$ cat src/include/gcs_consts.svh
`ifndef GCS_CONSTS_SVH
`define GCS_CONSTS_SVH

// fieldbus area addresses, word stored msb first
`define GCS_STATUS_OFS 10'h000
`define GCS_CONTROL_OFS 10'h200
`define GCS_AREA_AW 10

// reset values
`define GCS_WORD_RST 16'h0000

// status word fields
`define GCS_SR_POST_BIT 15
`define GCS_SR_ACK_BIT 14
`define GCS_SR_DV_BIT 13
`define GCS_SR_CODE_HI 12
`define GCS_SR_CODE_LO 8

// control word fields
`define GCS_CR_ACK_BIT 15
`define GCS_CR_POST_BIT 14
`define GCS_CR_DV_BIT 13
`define GCS_CR_EXEC_BIT 12
`define GCS_CR_CODE_HI 11
`define GCS_CR_CODE_LO 8

// status codes, query-response modes
`define GCS_SC_RETRY 5'h00
`define GCS_SC_MISS_ONE 5'h01
`define GCS_SC_MISS_MANY 5'h02
`define GCS_SC_OVERRUN 5'h03
`define GCS_SC_OTHER 5'h04
`define GCS_SC_NO_ERR 5'h1f

// control codes, query-response modes
`define GCS_CC_DISABLE 4'h0
`define GCS_CC_ENABLE 4'h1
`define GCS_CC_FIRST_N 4'h2

`endif

$ cat src/include/gcs_pkg.sv
package gcs_pkg;

  typedef enum logic [1:0] {
    GCS_WORD_OFF,
    GCS_WORD_LOCK,
    GCS_WORD_NOLOCK
  } gcs_word_mode_e;

  typedef enum logic {
    GCS_PROTO_QUERY,
    GCS_PROTO_UNSOL
  } gcs_proto_e;

  typedef enum logic [1:0] {
    GCS_ST_OFFLINE,
    GCS_ST_LOCKED,
    GCS_ST_RUN
  } gcs_link_e;

  typedef enum logic [1:0] {
    GCS_NODE_DISABLE,
    GCS_NODE_ENABLE,
    GCS_NODE_FIRST_N
  } gcs_node_op_e;

endpackage

$ cat src/gcs_gateway_words.sv
`timescale 1ns/1ps
`include "gcs_consts.svh"


module gcs_gateway_words #(
  parameter int AW = `GCS_AREA_AW
) (
  // clock and reset
  input wire logic clk,
  input wire logic rst_b,
  // configuration
  input gcs_pkg::gcs_word_mode_e cfgWordMode,
  input gcs_pkg::gcs_proto_e cfgProto,
  // fieldbus state
  input wire logic fbOnline,
  // fieldbus write into output area
  input wire logic fbWrEn,
  input wire logic [AW-1:0] fbWrAddr,
  input wire logic [7:0] fbWrData,
  // fieldbus read from input area
  input wire logic [AW-1:0] fbRdAddr,
  output logic [7:0] fbRdData,
  // gateway data memory, write side
  output logic memWrEn,
  output logic [AW-1:0] memWrAddr,
  output logic [7:0] memWrData,
  // gateway data memory, read side
  output logic [AW-1:0] memRdAddr,
  input wire logic [7:0] memRdData,
  // subnetwork engine reports
  input wire logic evValid,
  input wire logic [4:0] evCode,
  input wire logic [7:0] evData,
  input wire logic causeClear,
  input wire logic allDoneOnce,
  // subnetwork engine control
  output logic subnetExchEn,
  output logic nodeCmdValid,
  output gcs_pkg::gcs_node_op_e nodeCmdOp,
  output logic [7:0] nodeCmdArg,
  // visible words
  output logic [15:0] statusWord,
  output logic [15:0] controlWord
);

  // reset release
  logic rstMeta_q;
  logic rstSync_q;
  logic rstSync_b;

  always_ff @(posedge clk or negedge rst_b) begin
    if (!rst_b) begin
      rstMeta_q <= 1'b0;
      rstSync_q <= 1'b0;
    end else begin
      rstMeta_q <= 1'b1;
      rstSync_q <= rstMeta_q;
    end
  end

  assign rstSync_b = rstSync_q;

  // configuration decode
  logic wordsOn;
  logic lockOn;
  logic protoQuery;

  always_comb begin
    wordsOn = cfgWordMode != gcs_pkg::GCS_WORD_OFF;
    lockOn = cfgWordMode == gcs_pkg::GCS_WORD_LOCK;
    protoQuery = cfgProto == gcs_pkg::GCS_PROTO_QUERY;
  end

  // byte match within a word slot
  function automatic logic hitByte(
    input logic [AW-1:0] addr,
    input logic [AW-1:0] base,
    input logic lsb
  );
    hitByte = addr == (base | AW'(lsb));
  endfunction

  // control word capture and output forwarding
  logic [15:0] ctrl_q, ctrl_d;
  logic memWrEn_q, memWrEn_d;
  logic [AW-1:0] memWrAddr_q, memWrAddr_d;
  logic [7:0] memWrData_q, memWrData_d;
  logic ctrlHiHit;
  logic ctrlLoHit;

  always_comb begin
    ctrlHiHit = wordsOn && hitByte(fbWrAddr, AW'(`GCS_CONTROL_OFS), 1'b0);
    ctrlLoHit = wordsOn && hitByte(fbWrAddr, AW'(`GCS_CONTROL_OFS), 1'b1);
    ctrl_d = ctrl_q;
    memWrEn_d = 1'b0;
    memWrAddr_d = memWrAddr_q;
    memWrData_d = memWrData_q;
    if (fbWrEn) begin
      if (ctrlHiHit) begin
        ctrl_d[15:8] = fbWrData;
      end else if (ctrlLoHit) begin
        ctrl_d[7:0] = fbWrData;
      end else begin
        memWrEn_d = 1'b1;
        memWrAddr_d = fbWrAddr;
        memWrData_d = fbWrData;
      end
    end
    if (!wordsOn) begin
      ctrl_d = `GCS_WORD_RST;
    end
  end

  always_ff @(posedge clk or negedge rstSync_b) begin
    if (!rstSync_b) begin
      ctrl_q <= `GCS_WORD_RST;
      memWrEn_q <= 1'b0;
      memWrAddr_q <= '0;
      memWrData_q <= 8'h00;
    end else begin
      ctrl_q <= ctrl_d;
      memWrEn_q <= memWrEn_d;
      memWrAddr_q <= memWrAddr_d;
      memWrData_q <= memWrData_d;
    end
  end

  assign memWrEn = memWrEn_q;
  assign memWrAddr = memWrAddr_q;
  assign memWrData = memWrData_q;
  assign controlWord = ctrl_q;

  // data exchange state machine
  gcs_pkg::gcs_link_e link_q, link_d;
  logic hostDv;

  always_comb begin
    hostDv = ctrl_q[`GCS_CR_DV_BIT];
    link_d = link_q;
    case (link_q)
      gcs_pkg::GCS_ST_OFFLINE: begin
        if (fbOnline) begin
          if (lockOn) begin
            link_d = gcs_pkg::GCS_ST_LOCKED;
          end else begin
            link_d = gcs_pkg::GCS_ST_RUN;
          end
        end
      end
      gcs_pkg::GCS_ST_LOCKED: begin
        if (!fbOnline) begin
          link_d = gcs_pkg::GCS_ST_OFFLINE;
        end else if (!lockOn || hostDv) begin
          link_d = gcs_pkg::GCS_ST_RUN;
        end
      end
      gcs_pkg::GCS_ST_RUN: begin
        if (!fbOnline) begin
          link_d = gcs_pkg::GCS_ST_OFFLINE;
        end else if (lockOn && !hostDv) begin
          link_d = gcs_pkg::GCS_ST_LOCKED;
        end
      end
      default: begin
        link_d = gcs_pkg::GCS_ST_OFFLINE;
      end
    endcase
  end

  always_ff @(posedge clk or negedge rstSync_b) begin
    if (!rstSync_b) begin
      link_q <= gcs_pkg::GCS_ST_OFFLINE;
    end else begin
      link_q <= link_d;
    end
  end

  assign subnetExchEn = link_q == gcs_pkg::GCS_ST_RUN;

  // status data-valid
  logic statDv_q, statDv_d;

  always_comb begin
    statDv_d = statDv_q;
    if (!fbOnline || !wordsOn || !protoQuery) begin
      statDv_d = 1'b0;
    end else if (allDoneOnce && subnetExchEn) begin
      statDv_d = 1'b1;
    end
  end

  always_ff @(posedge clk or negedge rstSync_b) begin
    if (!rstSync_b) begin
      statDv_q <= 1'b0;
    end else begin
      statDv_q <= statDv_d;
    end
  end

  // report posting and command handling
  logic postToggle;
  logic ackToggle;
  logic [4:0] repCode;
  logic [7:0] repData;

  gcs_status_post u_post (
    .clk(clk),
    .rstSync_b(rstSync_b),
    .evValid(evValid),
    .evCode(evCode),
    .evData(evData),
    .causeClear(causeClear),
    .protoQuery(protoQuery),
    .hostAck(ctrl_q[`GCS_CR_ACK_BIT]),
    .postToggle_q(postToggle),
    .code_q(repCode),
    .data_q(repData)
  );

  gcs_ctrl_exec u_exec (
    .clk(clk),
    .rstSync_b(rstSync_b),
    .ctrlWord(ctrl_q),
    .protoQuery(protoQuery),
    .ackToggle_q(ackToggle),
    .nodeCmdValid_q(nodeCmdValid),
    .nodeCmdOp_q(nodeCmdOp),
    .nodeCmdArg_q(nodeCmdArg)
  );

  // status word assembly
  always_comb begin
    statusWord = `GCS_WORD_RST;
    if (wordsOn) begin
      statusWord[`GCS_SR_POST_BIT] = postToggle;
      statusWord[`GCS_SR_ACK_BIT] = ackToggle;
      statusWord[`GCS_SR_DV_BIT] = statDv_q;
      statusWord[`GCS_SR_CODE_HI:`GCS_SR_CODE_LO] = repCode;
      statusWord[7:0] = repData;
    end
  end

  // fieldbus read of input area
  logic [7:0] rdData_q, rdData_d;

  assign memRdAddr = fbRdAddr;

  always_comb begin
    rdData_d = memRdData;
    if (wordsOn && hitByte(fbRdAddr, AW'(`GCS_STATUS_OFS), 1'b0)) begin
      rdData_d = statusWord[15:8];
    end else if (wordsOn && hitByte(fbRdAddr, AW'(`GCS_STATUS_OFS), 1'b1)) begin
      rdData_d = statusWord[7:0];
    end
  end

  always_ff @(posedge clk or negedge rstSync_b) begin
    if (!rstSync_b) begin
      rdData_q <= 8'h00;
    end else begin
      rdData_q <= rdData_d;
    end
  end

  assign fbRdData = rdData_q;

endmodule

$ cat src/gcs_status_post.sv
`timescale 1ns/1ps
`include "gcs_consts.svh"

module gcs_status_post (
  // clock and reset
  input wire logic clk,
  input wire logic rstSync_b,
  // report source
  input wire logic evValid,
  input wire logic [4:0] evCode,
  input wire logic [7:0] evData,
  input wire logic causeClear,
  input wire logic protoQuery,
  // handshake
  input wire logic hostAck,
  output logic postToggle_q,
  output logic [4:0] code_q,
  output logic [7:0] data_q
);

  logic pendValid_q, pendValid_d;
  logic [4:0] pendCode_q, pendCode_d;
  logic [7:0] pendData_q, pendData_d;
  logic errOpen_q, errOpen_d;
  logic postToggle_d;
  logic [4:0] code_d;
  logic [7:0] data_d;
  logic canPost;

  function automatic logic isError(input logic [4:0] c);
    isError = (c == `GCS_SC_MISS_ONE) || (c == `GCS_SC_MISS_MANY) ||
              (c == `GCS_SC_OTHER);
  endfunction

  always_comb begin
    canPost = pendValid_q && (hostAck == postToggle_q);
    pendValid_d = pendValid_q;
    pendCode_d = pendCode_q;
    pendData_d = pendData_q;
    errOpen_d = errOpen_q;
    postToggle_d = postToggle_q;
    code_d = code_q;
    data_d = data_q;
    if (canPost) begin
      postToggle_d = ~postToggle_q;
      code_d = pendCode_q;
      data_d = pendData_q;
      pendValid_d = 1'b0;
    end
    if (evValid) begin
      pendValid_d = 1'b1;
      pendCode_d = evCode;
      pendData_d = evData;
      if (protoQuery && isError(evCode)) begin
        errOpen_d = 1'b1;
      end
    end else if (causeClear && errOpen_q) begin
      pendValid_d = 1'b1;
      pendCode_d = `GCS_SC_NO_ERR;
      pendData_d = 8'h00;
      errOpen_d = 1'b0;
    end
  end

  always_ff @(posedge clk or negedge rstSync_b) begin
    if (!rstSync_b) begin
      pendValid_q <= 1'b0;
      pendCode_q <= 5'h00;
      pendData_q <= 8'h00;
      errOpen_q <= 1'b0;
      postToggle_q <= 1'b0;
      code_q <= `GCS_SC_NO_ERR;
      data_q <= 8'h00;
    end else begin
      pendValid_q <= pendValid_d;
      pendCode_q <= pendCode_d;
      pendData_q <= pendData_d;
      errOpen_q <= errOpen_d;
      postToggle_q <= postToggle_d;
      code_q <= code_d;
      data_q <= data_d;
    end
  end

endmodule

$ cat src/gcs_ctrl_exec.sv
`timescale 1ns/1ps
`include "gcs_consts.svh"

module gcs_ctrl_exec (
  // clock and reset
  input wire logic clk,
  input wire logic rstSync_b,
  // control word
  input wire logic [15:0] ctrlWord,
  input wire logic protoQuery,
  // handshake back to host
  output logic ackToggle_q,
  // node command out
  output logic nodeCmdValid_q,
  output gcs_pkg::gcs_node_op_e nodeCmdOp_q,
  output logic [7:0] nodeCmdArg_q
);

  logic ackToggle_d;
  logic nodeCmdValid_d;
  gcs_pkg::gcs_node_op_e nodeCmdOp_d;
  logic [7:0] nodeCmdArg_d;
  logic newPost;
  logic [3:0] ccode;

  always_comb begin
    newPost = ctrlWord[`GCS_CR_POST_BIT] != ackToggle_q;
    ccode = ctrlWord[`GCS_CR_CODE_HI:`GCS_CR_CODE_LO];
    ackToggle_d = ackToggle_q;
    nodeCmdValid_d = 1'b0;
    nodeCmdOp_d = nodeCmdOp_q;
    nodeCmdArg_d = nodeCmdArg_q;
    if (newPost) begin
      ackToggle_d = ctrlWord[`GCS_CR_POST_BIT];
      if (protoQuery && ctrlWord[`GCS_CR_EXEC_BIT]) begin
        nodeCmdArg_d = ctrlWord[7:0];
        if (ccode == `GCS_CC_DISABLE) begin
          nodeCmdValid_d = 1'b1;
          nodeCmdOp_d = gcs_pkg::GCS_NODE_DISABLE;
        end else if (ccode == `GCS_CC_ENABLE) begin
          nodeCmdValid_d = 1'b1;
          nodeCmdOp_d = gcs_pkg::GCS_NODE_ENABLE;
        end else if (ccode == `GCS_CC_FIRST_N) begin
          nodeCmdValid_d = 1'b1;
          nodeCmdOp_d = gcs_pkg::GCS_NODE_FIRST_N;
        end
      end
    end
  end

  always_ff @(posedge clk or negedge rstSync_b) begin
    if (!rstSync_b) begin
      ackToggle_q <= 1'b0;
      nodeCmdValid_q <= 1'b0;
      nodeCmdOp_q <= gcs_pkg::GCS_NODE_DISABLE;
      nodeCmdArg_q <= 8'h00;
    end else begin
      ackToggle_q <= ackToggle_d;
      nodeCmdValid_q <= nodeCmdValid_d;
      nodeCmdOp_q <= nodeCmdOp_d;
      nodeCmdArg_q <= nodeCmdArg_d;
    end
  end

endmodule

$ cat config.mk
export PLATFORM = sky130hd
export DESIGN_NAME = gcs_gateway_words
export DESIGN_NICKNAME = d
export VERILOG_FILES = /design/src/include/gcs_pkg.sv /design/src/gcs_gateway_words.sv /design/src/gcs_status_post.sv /design/src/gcs_ctrl_exec.sv
export VERILOG_INCLUDE_DIRS = /design/src /design/src/include
export SDC_FILE = /design/constraint.sdc
export NUM_CORES = 1
export LEC_CHECK = 0
export BUFFER_PORTS_ARGS = -buffer_cell sky130_fd_sc_hd__buf_2
export CORE_ASPECT_RATIO = 1.2
export CORE_MARGIN = 10
export CORE_UTILIZATION = 49
export DETAILED_ROUTE_END_ITERATION = 10
export HOLD_SLACK_MARGIN = 0.1
export PLACE_DENSITY = 0.84
export SLEW_MARGIN = 20
export SYNTH_ARGS = -nofsm -noshare
export SYNTH_HDL_FRONTEND = slang
export SYNTH_SLANG_ARGS = --single-unit
$ cat constraint.sdc
create_clock -name clk -period 4 [get_ports clk]
set_clock_uncertainty 0.1 [all_clocks]
set_input_delay 0 -clock clk [delete_from_list [all_inputs] [get_ports clk]]
set_output_delay 0 -clock clk [all_outputs]
set_load 0.02 [all_outputs]
==> flow_summary.yaml, run 1 <==
logic_synthesis:
  syn_area_um2: 3850
  synthFlopType: "dfrtp_1"
  yosysUniqueCellTypes: 40
  syn-num-nets: 364
  synthTopCellsByArea: "dfrtp_1 55%, mux2_2 11%, a22o_1 3.9%"
  synth_common_cells: "84 x dfrtp_1, 38 x mux2_2, 17 x a21oi_1, 17 x a22o_1"
  yosysMostFrequentCell: "dfrtp_1"
  avgSynthCellArea_um2: 12.6
  synth.largest_area_cell: "dfrtp_1"
  async_flop_share: 1.00
  synth_seq_area_share: 0.581
  yosysWarnings: 0
  ys_ff_latch: 89
  synth_edf_count: 0
  syn_inst: 305
  yosysTopAreaCellShare: 0.547
timing:
  rsz0062_at_grt: "false"
  setup_viol: 0
  hold_viol: 0
  worst_slack_ns: 0.984
  finalCritPeriodShare: 0.754
  max_slew.worst_pin.slew_ns: 0.863
  finalSetupTns_ns: 0
  max_freq_ghz: 0.332
  relSlewSlack: 0.420
  min_period_ns: 3.02
  drv_slew: 0
global_route:
  grt_pass1_wl_um: 19100
  overflow: 0
  grt_max_degree: 88
  grt_pass1_vias: 3619
  grt_use_total: 0.205
  antenna_found_initial: 0
placed_design:
  gp_congestion: 0.808
  dpl.hpwl_um: 7720
  numPortBuffers: 139
  pre_cts_slack_ns: 1.46
clock_tree:
  cts_inserted_buffers: 9
  ctsHtreeMaxLevel: 3
  cts_root_buffer: "clkbuf_8"
  cts.sinks: 89
  tritoncts: "yes"
  post_cts_buffers: 0
  clockBufferDepth: 2
  clkLatencyLatePin_ns: 0.37
  clk_pin_slew_ns: 0.09
die:
  core_um2: 7660
  die_area_um2: 11800
  pin_count: 140
  die_w_um: 101
  initial_core_util: 0.502
  rows: 35
  fp.dieH_um: 117
setup_path:
  worstPathMaxFanout: 13
  start_kind: "input port"
  crit_required_ns: 4.15
  cp_common_cell: "dlygate4sd3_1"
  crit_path_max_incr_delay_ns: 0.78
  endpoint_kind: "flop"
  worstSetupPathType: "input port to flop"
  crit_slowest_cell: "or4_1"
  r2r_setup_slack_ns: 2.00
  critPathTopFamily: "buffers and inverters"
  crit_arrival_ns: 3.17
  path_cells: "dlygate4sd3_1 > buf_2 > or4_1 > o41ai_4 > buf_4 > mux2_1 > dlygate4sd3_1"
  cp_num_buf_inv: 4
status:
  outcome: "completed"
min_path:
  hp-class: "input port to flop"
power_and_ir_drop:
  peakVddDrop_mv: 0.269
  combPwrFrac: 0.167
  cellInternalPower_uw: 1350
  leakagePower_uw: 0.00280
  p_switching_uw: 529
  swShare: 0.282
  clockPowerShare: 0.311
  pwr-share-seq: 0.523
  power_density_nw_per_um2: 339
route:
  ant_nets: 0
  vias: 3281
  wl_per_cell_um: 19.5
  first_iter_violations: 119
  drt_pass1_iterations: 4
  drc_errors: 0
  vias_per_cell: 5.38
  routed_wl_um: 11900
cells_and_area:
  n_antenna_cell: 0
  syn2layout_area_growth_pct: 44.1
  fillers: 490
  nets: 572
  drive_gt1_frac: 0.403
run:
  cap_violations: 0
-- metal layers --
layer	global-route usage	wire, µm	up-vias
met5	0	0	-
met2	0.377	6400	154
met4	0.0877	267	0
met1	0.202	4040	1605
met3	0.0752	1200	21
li1	-	-	1501
-- what timing repair did --
item                                   4_1_cts  5_1_grt
endpoints found under the hold margin       66        0
hold buffers                                79        0
resized for setup                            0        0
setup endpoints to repair                    0        0
-- power by group through the flow --
stage               clock [µW]  sequential [µW]  combinational [µW]
CTS                        593              990                 292
floorplan                    0             1030                 107
finish                     583              981                 313
global placement             0             1000                 221
detailed placement           0             1010                 227
global route               633              986                 339
-- tightest hold or removal path, cell delays in order --
cell     delay (ns)
buf_2          0.19
o21ai_0        0.20
mux2_2         0.14
-- stage by stage --
| stage | util | power, µW | instances | cell area [µm²] | hold slack (ns) |
|---|---|---|---|---|---|
| 3_5_place_dp | 0.591 | 1230 | 513 | 4530 | -0.313 |
| 5_1_grt | 0.723 | 1960 | 610 | 5540 | 0.148 |
| 2_1_floorplan | - | 1130 | 305 | 3850 | -0.396 |
| 4_1_cts | 0.719 | 1870 | 608 | 5510 | 0.102 |
| 6_report | 0.723 | 1880 | 610 | 5540 | 0.107 |
| 3_3_place_gp | 0.591 | 1220 | 513 | 4530 | -0.314 |
-- layout make-up --
cell class	count	area [µm²]	share of cell area
clock buffer	10	138	0.0248
clock inverter	6	48.8	0.00880
inverter	15	56.3	0.0102
multi-input combinational	177	1420	0.256
sequential	89	2240	0.404
tap	92	115	0.0208
timing repair buffer	221	1530	0.276
-- cells in the final DEF, fill, tap and decap left out, types with 2 or more instances in the layout --
cell type and count:
a21oi_1 17, a22o_1 17, buf_2 139, buf_4 2
clkbuf_8 10, clkinv_4 2, dfrtp_1 83, dfstp_2 5
dlygate4sd3_1 79, inv_1 15, inv_6 3, mux2_1 10
mux2_2 38, mux2i_1 4, nand2_1 8, nand3b_1 2
nand4_1 8, nand4b_1 2, nor2_1 12, nor2b_1 15
nor3_1 2, o21ai_0 12, o31ai_1 9, xor2_1 2
-- final timing paths --
check | startpoint | to | cells past startpoint
setup / recovery | fbWrAddr[3] | memWrAddr[3]$_DFFE_PN0P_ | 7
hold / removal | fbRdAddr[0] | fbRdData[1]$_DFF_PN0_ | 3
max in group asynchronous | rstSync_b$_DFF_PN0_ | u_post.code_q[0]$_DFFE_PN1P_ | 1
min in group asynchronous | rstSync_b$_DFF_PN0_ | controlWord[0]$_DFFE_PN0P_ | 0
setup reg to reg | u_post.errOpen_q$_DFFE_PN0P_ | u_post.pendData_q[0]$_DFFE_PN0P_ | 3
hold reg to reg | rstSync_b$_DFF_PN0_ | controlWord[0]$_DFFE_PN0P_ | 0
-- flip-flops by register name, indices dropped and copies added (netlist names), 2 cells and up --
name,count
u_post.data_q,8
u_post.code_q,5
u_exec.nodeCmdOp_q,2
link_q,2
fbRdData,8
u_exec.nodeCmdArg_q,8
controlWord,16
memWrAddr,10
u_post.pendData_q,8
u_post.pendCode_q,5
memWrData,8
-- logic make-up after synthesis --
| logic type | after synthesis | share of synthesized area |
|---|---|---|
| xor gates and xnor gates | 3 | 0.00683 |
| and+or+nand+nor | 59 | 0.0956 |
| DFF | 89 | 0.581 |
| buffers and inverters | 39 | 0.0507 |
| other | 1 | 0.000975 |
| AOI/OAI and AO/OA | 62 | 0.114 |
| muxes | 52 | 0.151 |
(Power assumes the default switching activity.)
==> run 2: changes to the inputs <==
ABC_AREA = 1   (was default)
CORE_UTILIZATION = 50   (was 49)
PLACE_DENSITY = 0.85   (was 0.84)
clock period = 3 ns   (was 4 ns; I/O delays follow)
==> run 2 against run 1 <==
  * Critical path depth is 5 higher
  * Synthesized cell count is 57% higher
  * Final cell count is 32% higher
  * Area after synthesis is 4.0% higher
  * Worst hold slack better by 0.029 ns
  * Non-clock buffer count is 24 higher
  * Worst setup slack worse by 0.66 ns
  * Clock power is 57% higher
  * Routed wire length is 4.8% higher
  * First-iteration DRC count is 65% higher
  * Largest cell class unchanged
  * Largest power group unchanged
==> flow_summary.yaml, run 2 <==
timing:
  hold_viol: 0
  max_freq_ghz: 0.373
  setup_viol: 0
  min_period_ns: 2.68
  finalCritPeriodShare: 0.893
  drv_slew: 0
  max_slew.worst_pin.slew_ns: 0.646
  finalSetupTns_ns: 0
  relSlewSlack: 0.568
  hold_ws_ns: 0.137
  rsz0062_at_grt: "false"
cells_and_area:
  syn2layout_area_growth_pct: 49.0
  nets: 769
  most-common-layout-cells: "139 x buf_2, 130 x nand2_1, 104 x dlygate4sd3_1, 83 x dfrtp_1, 59 x nand3_1"
  largest_register_ffs: 16
  final_common_cell: "buf_2"
  drive_gt1_frac: 0.243
power_and_ir_drop:
  clockPowerShare: 0.282
  peakVddDrop_mv: 0.385
  combPwrFrac: 0.261
  pwr-share-seq: 0.457
  cellInternalPower_uw: 2200
  power_density_nw_per_um2: 545
  swShare: 0.324
  p_switching_uw: 1050
  leakagePower_uw: 0.00323
min_path:
  hp-class: "input port to output port"
  hold_end: "memRdAddr[1]"
  holdPathStages: 2
  hp-start: "fbRdAddr[1]"
logic_synthesis:
  yosys.area_share.simple: 0.261
  syn-num-nets: 537
  syn_inst: 478
  avgSynthCellArea_um2: 8.37
  synth_edf_count: 0
  ys_ff_latch: 89
  synthFlopType: "dfrtp_1"
  yosysWarnings: 0
  yosysMostFrequentCell: "nand2_1"
  yosysTopAreaCellShare: 0.525
  synth.largest_area_cell: "dfrtp_1"
  synth_seq_area_share: 0.558
  synth_xor_area_frac: 0.0113
  muxShareOfSynthArea: 0
  synth_top_family_by_area: "simple AND/OR/NAND/NOR gates"
  synth_compound_area_frac: 0.0757
  syn_area_um2: 4000
  synth_fa_ha_area_frac: 0
  async_flop_share: 1.00
  yosysUniqueCellTypes: 30
  synthTopCellsByArea: "dfrtp_1 53%, nand2_1 12%, nand3_1 7.4%"
  synth_common_cells: "130 x nand2_1, 84 x dfrtp_1, 59 x nand3_1"
placed_design:
  numPortBuffers: 139
  dpl.hpwl_um: 8130
  gp_congestion: 0.895
die:
  die_area_um2: 12000
  initial_core_util: 0.516
  fp.dieH_um: 118
  rows: 35
  die_w_um: 102
  pin_count: 140
  core_um2: 7750
global_route:
  grt_pass1_vias: 4263
  grt_use_total: 0.213
  overflow: 0
  grt_pass1_wl_um: 20600
  grt_max_degree: 88
  antenna_found_initial: 1
clock_tree:
  cts_root_buffer: "clkbuf_8"
  tritoncts: "yes"
  cts_inserted_buffers: 9
  clk_pin_slew_ns: 0.09
  clkLatencyLatePin_ns: 0.35
  cts.sinks: 89
  ctsHtreeMaxLevel: 3
  clockBufferDepth: 2
status:
  outcome: "completed"
setup_path:
  reg2reg_from: "u_post.data_q[2]$_DFFE_PN0P_"
  r2r_setup_slack_ns: 0.93
  ff2ff_path_depth: 6
  worstPathMaxFanout: 9
  crit_required_ns: 3.20
  start_kind: "input port"
  endpoint_kind: "flop"
  crit_arrival_ns: 2.88
  worstSetupPathType: "input port to flop"
  r2r_end: "fbRdData[2]$_DFF_PN0_"
route:
  vias_per_cell: 5.04
  first_iter_violations: 196
  vias: 4071
  routed_wl_um: 12500
  drt_pass1_iterations: 4
  drc_errors: 0
  ant_nets: 0
  wl_per_cell_um: 15.4
run:
  cap_violations: 0
run 2: cell count changes after synthesis, sizes merged, moves of 15 or more:
cell and delta:
nor2 +38, o21ai +33, mux2 -48, nand3 +59, inv +43, nand2 +126
a22o -17, nor2b -15
run 2: per-layer routing:
layer / GRT usage / up-vias / routed length [µm]
met5: 0 / - / 0
met4: 0.113 / 0 / 529
met3: 0.0435 / 43 / 816
met2: 0.371 / 169 / 6490
met1: 0.232 / 1899 / 4650
li1: - / 1960 / -
run 2: timing repair:
action	4_1_cts	5_1_grt
endpoints found under the hold margin	70	0
hold buffers	104	0
buffers inserted	0	0
resized for setup	0	0
setup endpoints to repair	0	0
run 2: logic make-up after synthesis:
family | after synthesis
flops | 89
other cells | 1
xor+xnor | 3
simple gates | 247
compound gates | 55
buf+inv | 83
run 2: worst max-delay path, cell delays in order:
cell	delay, ns
dlygate4sd3_1	0.52
buf_2	0.10
inv_1	0.05
nand2_2	0.15
nand3_1	0.12
nor2_2	0.28
nand2_1	0.26
nand2_1	0.13
nand3_1	0.08
dlygate4sd3_1	0.58
nand2_1	0.07
dlygate4sd3_1	0.54
run 2: worst max-delay path by stage:
stage | to | depth (start not counted) | startpoint
floorplan | controlWord[0]$_DFFE_PN0P_ | 0 | rstSync_b$_DFF_PN0_
finish | fbRdData[4]$_DFF_PN0_ | 12 | cfgWordMode[0]
global placement | u_post.data_q[4]$_DFFE_PN0P_ | 4 | u_post.postToggle_q$_DFFE_PN0P_
global route | fbRdData[2]$_DFF_PN0_ | 12 | cfgWordMode[0]
detailed placement | u_post.data_q[2]$_DFFE_PN0P_ | 4 | u_post.postToggle_q$_DFFE_PN0P_
CTS | fbRdData[0]$_DFF_PN0_ | 12 | cfgWordMode[0]
run 2: cell type report:
cell class | count | area (µm²)
Antenna cell | 1 | 2.50
Clock buffer | 9 | 124
Clock inverter | 7 | 100
Fill cell | 492 | 1790
Inverter | 59 | 221
Multi-Input combinational cell | 306 | 1400
Sequential cell | 89 | 2240
Tap cell | 92 | 115
Timing Repair Buffer | 245 | 1760
run 2: power by group through the flow:
stage | clock network (µW) | registers [µW] | logic [µW]
4_1_cts | 931 | 1490 | 822
5_1_grt | 978 | 1510 | 930
6_report | 918 | 1490 | 848
2_1_floorplan | 0 | 1540 | 395
3_3_place_gp | 0 | 1510 | 671
3_5_place_dp | 0 | 1520 | 696
run 2: stage by stage:
stage	total power [µW]	std cells	setup slack, ns	util	area [µm²]
finish	3250	808	0.320	0.769	5960
global route	3410	808	0.103	0.769	5960
CTS	3240	806	0.413	0.766	5940
detailed placement	2210	686	1.46	0.603	4670
global placement	2180	686	1.56	0.603	4670
floorplan	1940	478	0.246	-	4000
==> run 3: changes to the inputs <==
BUFFER_PORTS_ARGS = -buffer_cell sky130_fd_sc_hd__clkbuf_2   (was -buffer_cell sky130_fd_sc_hd__buf_2)
CTS_BUF_LIST = sky130_fd_sc_hd__clkbuf_16   (was default)
==> run 3 against run 2 <==
  * Via count rose by 3.2%
  * Global-route usage rose by 0.60 points
  * Worst setup slack got worse by 0.11 ns
  * Combinational power rose by 1%
  * Routed wire length rose by 7.0%
  * Sequential share of layout area fell by 0.41 points
==> flow_summary.yaml, run 3 (synthesized netlist as in run 2, its figures left out) <==
cells_and_area:
  final_common_cell: "clkbuf_2"
  largest_register_ffs: 16
  fillers: 449
  nets: 765
  drive_gt1_frac: 0.245
  syn2layout_area_growth_pct: 50.7
  multi_input_area_um2: 1400
  regArea_um2: 2240
  most-common-layout-cells: "139 x clkbuf_2, 130 x nand2_1, 100 x dlygate4sd3_1, 83 x dfrtp_1, 59 x nand3_1"
setup_path:
  path_cells: "dlygate4sd3_1 > clkbuf_2 > inv_1 > nand2_2 > nand3_1 > nor2_2 > nand2_1 > nand2_1 > nand3_1 > dlygate4sd3_1 > nand2_1 > dlygate4sd3_1"
  crit_arrival_ns: 2.96
  endpoint_kind: "flop"
  crit_path_max_incr_delay_ns: 0.55
  worstPathMaxFanout: 14
  r2r_setup_slack_ns: 0.90
  worstSetupPathType: "input port to flop"
  crit_required_ns: 3.17
  cp_num_buf_inv: 5
  crit_slowest_cell: "dlygate4sd3_1"
  critPathTopFamily: "buffers and inverters"
  worstSetupStartpoint: "cfgWordMode[1]"
  start_kind: "input port"
  reg2reg_from: "u_post.data_q[3]$_DFFE_PN0P_"
  r2r_end: "fbRdData[3]$_DFF_PN0_"
  ff2ff_path_depth: 6
global_route:
  grt_max_degree: 88
  grt_pass1_wl_um: 21000
  grt_pass1_vias: 4325
  grt_use_total: 0.219
  overflow: 0
  antenna_found_initial: 2
clock_tree:
  clkLatencyLatePin_ns: 0.34
  clockBufferDepth: 2
  cts.sinks: 89
  cts_inserted_buffers: 9
  tritoncts: "yes"
  cts_root_buffer: "clkbuf_16"
  ctsHtreeMaxLevel: 3
  clk_pin_slew_ns: 0.07
min_path:
  hp-class: "input port to output port"
  hp-start: "fbRdAddr[7]"
  hold_end: "memRdAddr[7]"
  holdPathStages: 2
timing:
  max_slew.worst_pin.slew_ns: 0.700
  hold_viol: 0
  drv_slew: 0
  rsz0062_at_grt: "false"
  setup_viol: 0
  max_freq_ghz: 0.359
  worst_slack_ns: 0.214
  finalCritPeriodShare: 0.929
  min_period_ns: 2.79
  finalSetupTns_ns: 0
  relSlewSlack: 0.532
die:
  rows: 35
  die_area_um2: 12000
  fp.dieH_um: 118
  initial_core_util: 0.516
  pin_count: 140
  core_um2: 7750
  die_w_um: 102
placed_design:
  dpl.hpwl_um: 8100
  numPortBuffers: 139
  gp_congestion: 0.842
  pre_cts_slack_ns: 1.37
route:
  ant_nets: 0
  vias: 4203
  drc_errors: 0
  drt_pass1_iterations: 5
  vias_per_cell: 5.22
  routed_wl_um: 13400
  wl_per_cell_um: 16.6
  first_iter_violations: 341
power_and_ir_drop:
  leakagePower_uw: 0.00325
  peakVddDrop_mv: 0.385
  power_density_nw_per_um2: 587
run:
  cap_violations: 0
status:
  outcome: "completed"
==> run 3: changes by cell type in the layout (fill, tap and decap cells not counted), sizes merged <==
cell	previous run	this run
dlygate4sd3	104	100
bufinv	2	1
buf	141	2
clkbuf	9	148
inv	61	62
diode	1	2
==> run 3: metrics by stage <==
stage | utilization | hold slack, ns | cells | total power [µW] | cell area [µm²]
2_1_floorplan | - | -0.396 | 478 | 1940 | 4000
3_3_place_gp | 0.603 | -0.313 | 686 | 2180 | 4670
3_5_place_dp | 0.603 | -0.312 | 686 | 2200 | 4670
4_1_cts | 0.774 | 0.115 | 802 | 3500 | 6000
5_1_grt | 0.778 | 0.144 | 805 | 3680 | 6030
6_report | 0.778 | 0.132 | 805 | 3540 | 6030
==> run 3: worst max path at each step <==
stage	end	slack, ns	depth (start not counted)
2_1_floorplan	controlWord[0]$_DFFE_PN0P_	0.25	0
3_3_place_gp	memWrAddr[1]$_DFFE_PN0P_	1.44	8
3_5_place_dp	memWrAddr[5]$_DFFE_PN0P_	1.37	8
4_1_cts	fbRdData[0]$_DFF_PN0_	0.31	12
5_1_grt	fbRdData[2]$_DFF_PN0_	0.003	12
6_report	fbRdData[0]$_DFF_PN0_	0.21	12
==> run 3: layer usage <==
layer | track usage | up-vias | share of wire
met5 | 0 | - | 0
met4 | 0.146 | 0 | 0.056
met3 | 0.0517 | 64 | 0.069
met2 | 0.375 | 202 | 0.52
met1 | 0.229 | 1982 | 0.35
li1 | - | 1955 | -
==> run 3: timing repair <==
item                      4_1_cts  5_1_grt
hold buffers                  100        0
resized for setup               0        0
setup buffers                   0        0
hold endpoints to repair       70        0
==> run 3: cell type report <==
cell class | instances | share of cell area
clock buffers | 9 | 0.0374
inverters | 59 | 0.0367
clock inverters | 7 | 0.0158
diodes | 2 | 0.000830
flip-flops and latches | 89 | 0.371
well taps | 92 | 0.0191
multi-input cells | 306 | 0.232
repair buffers | 241 | 0.287
==> run 3: worst reg2reg max path: stages, from the launching register on <==
cell           delay [ns]
dfrtp_1              0.40
nand2_1              0.11
nand3_1              0.11
nand3_1              0.11
dlygate4sd3_1        0.55
nand2_1              0.06
dlygate4sd3_1        0.55
==> run 3: power breakdown <==
group	internal, µW	switching, µW
Combinational	327	530
Sequential	1390	102
Clock	672	518
Total	2390	1150
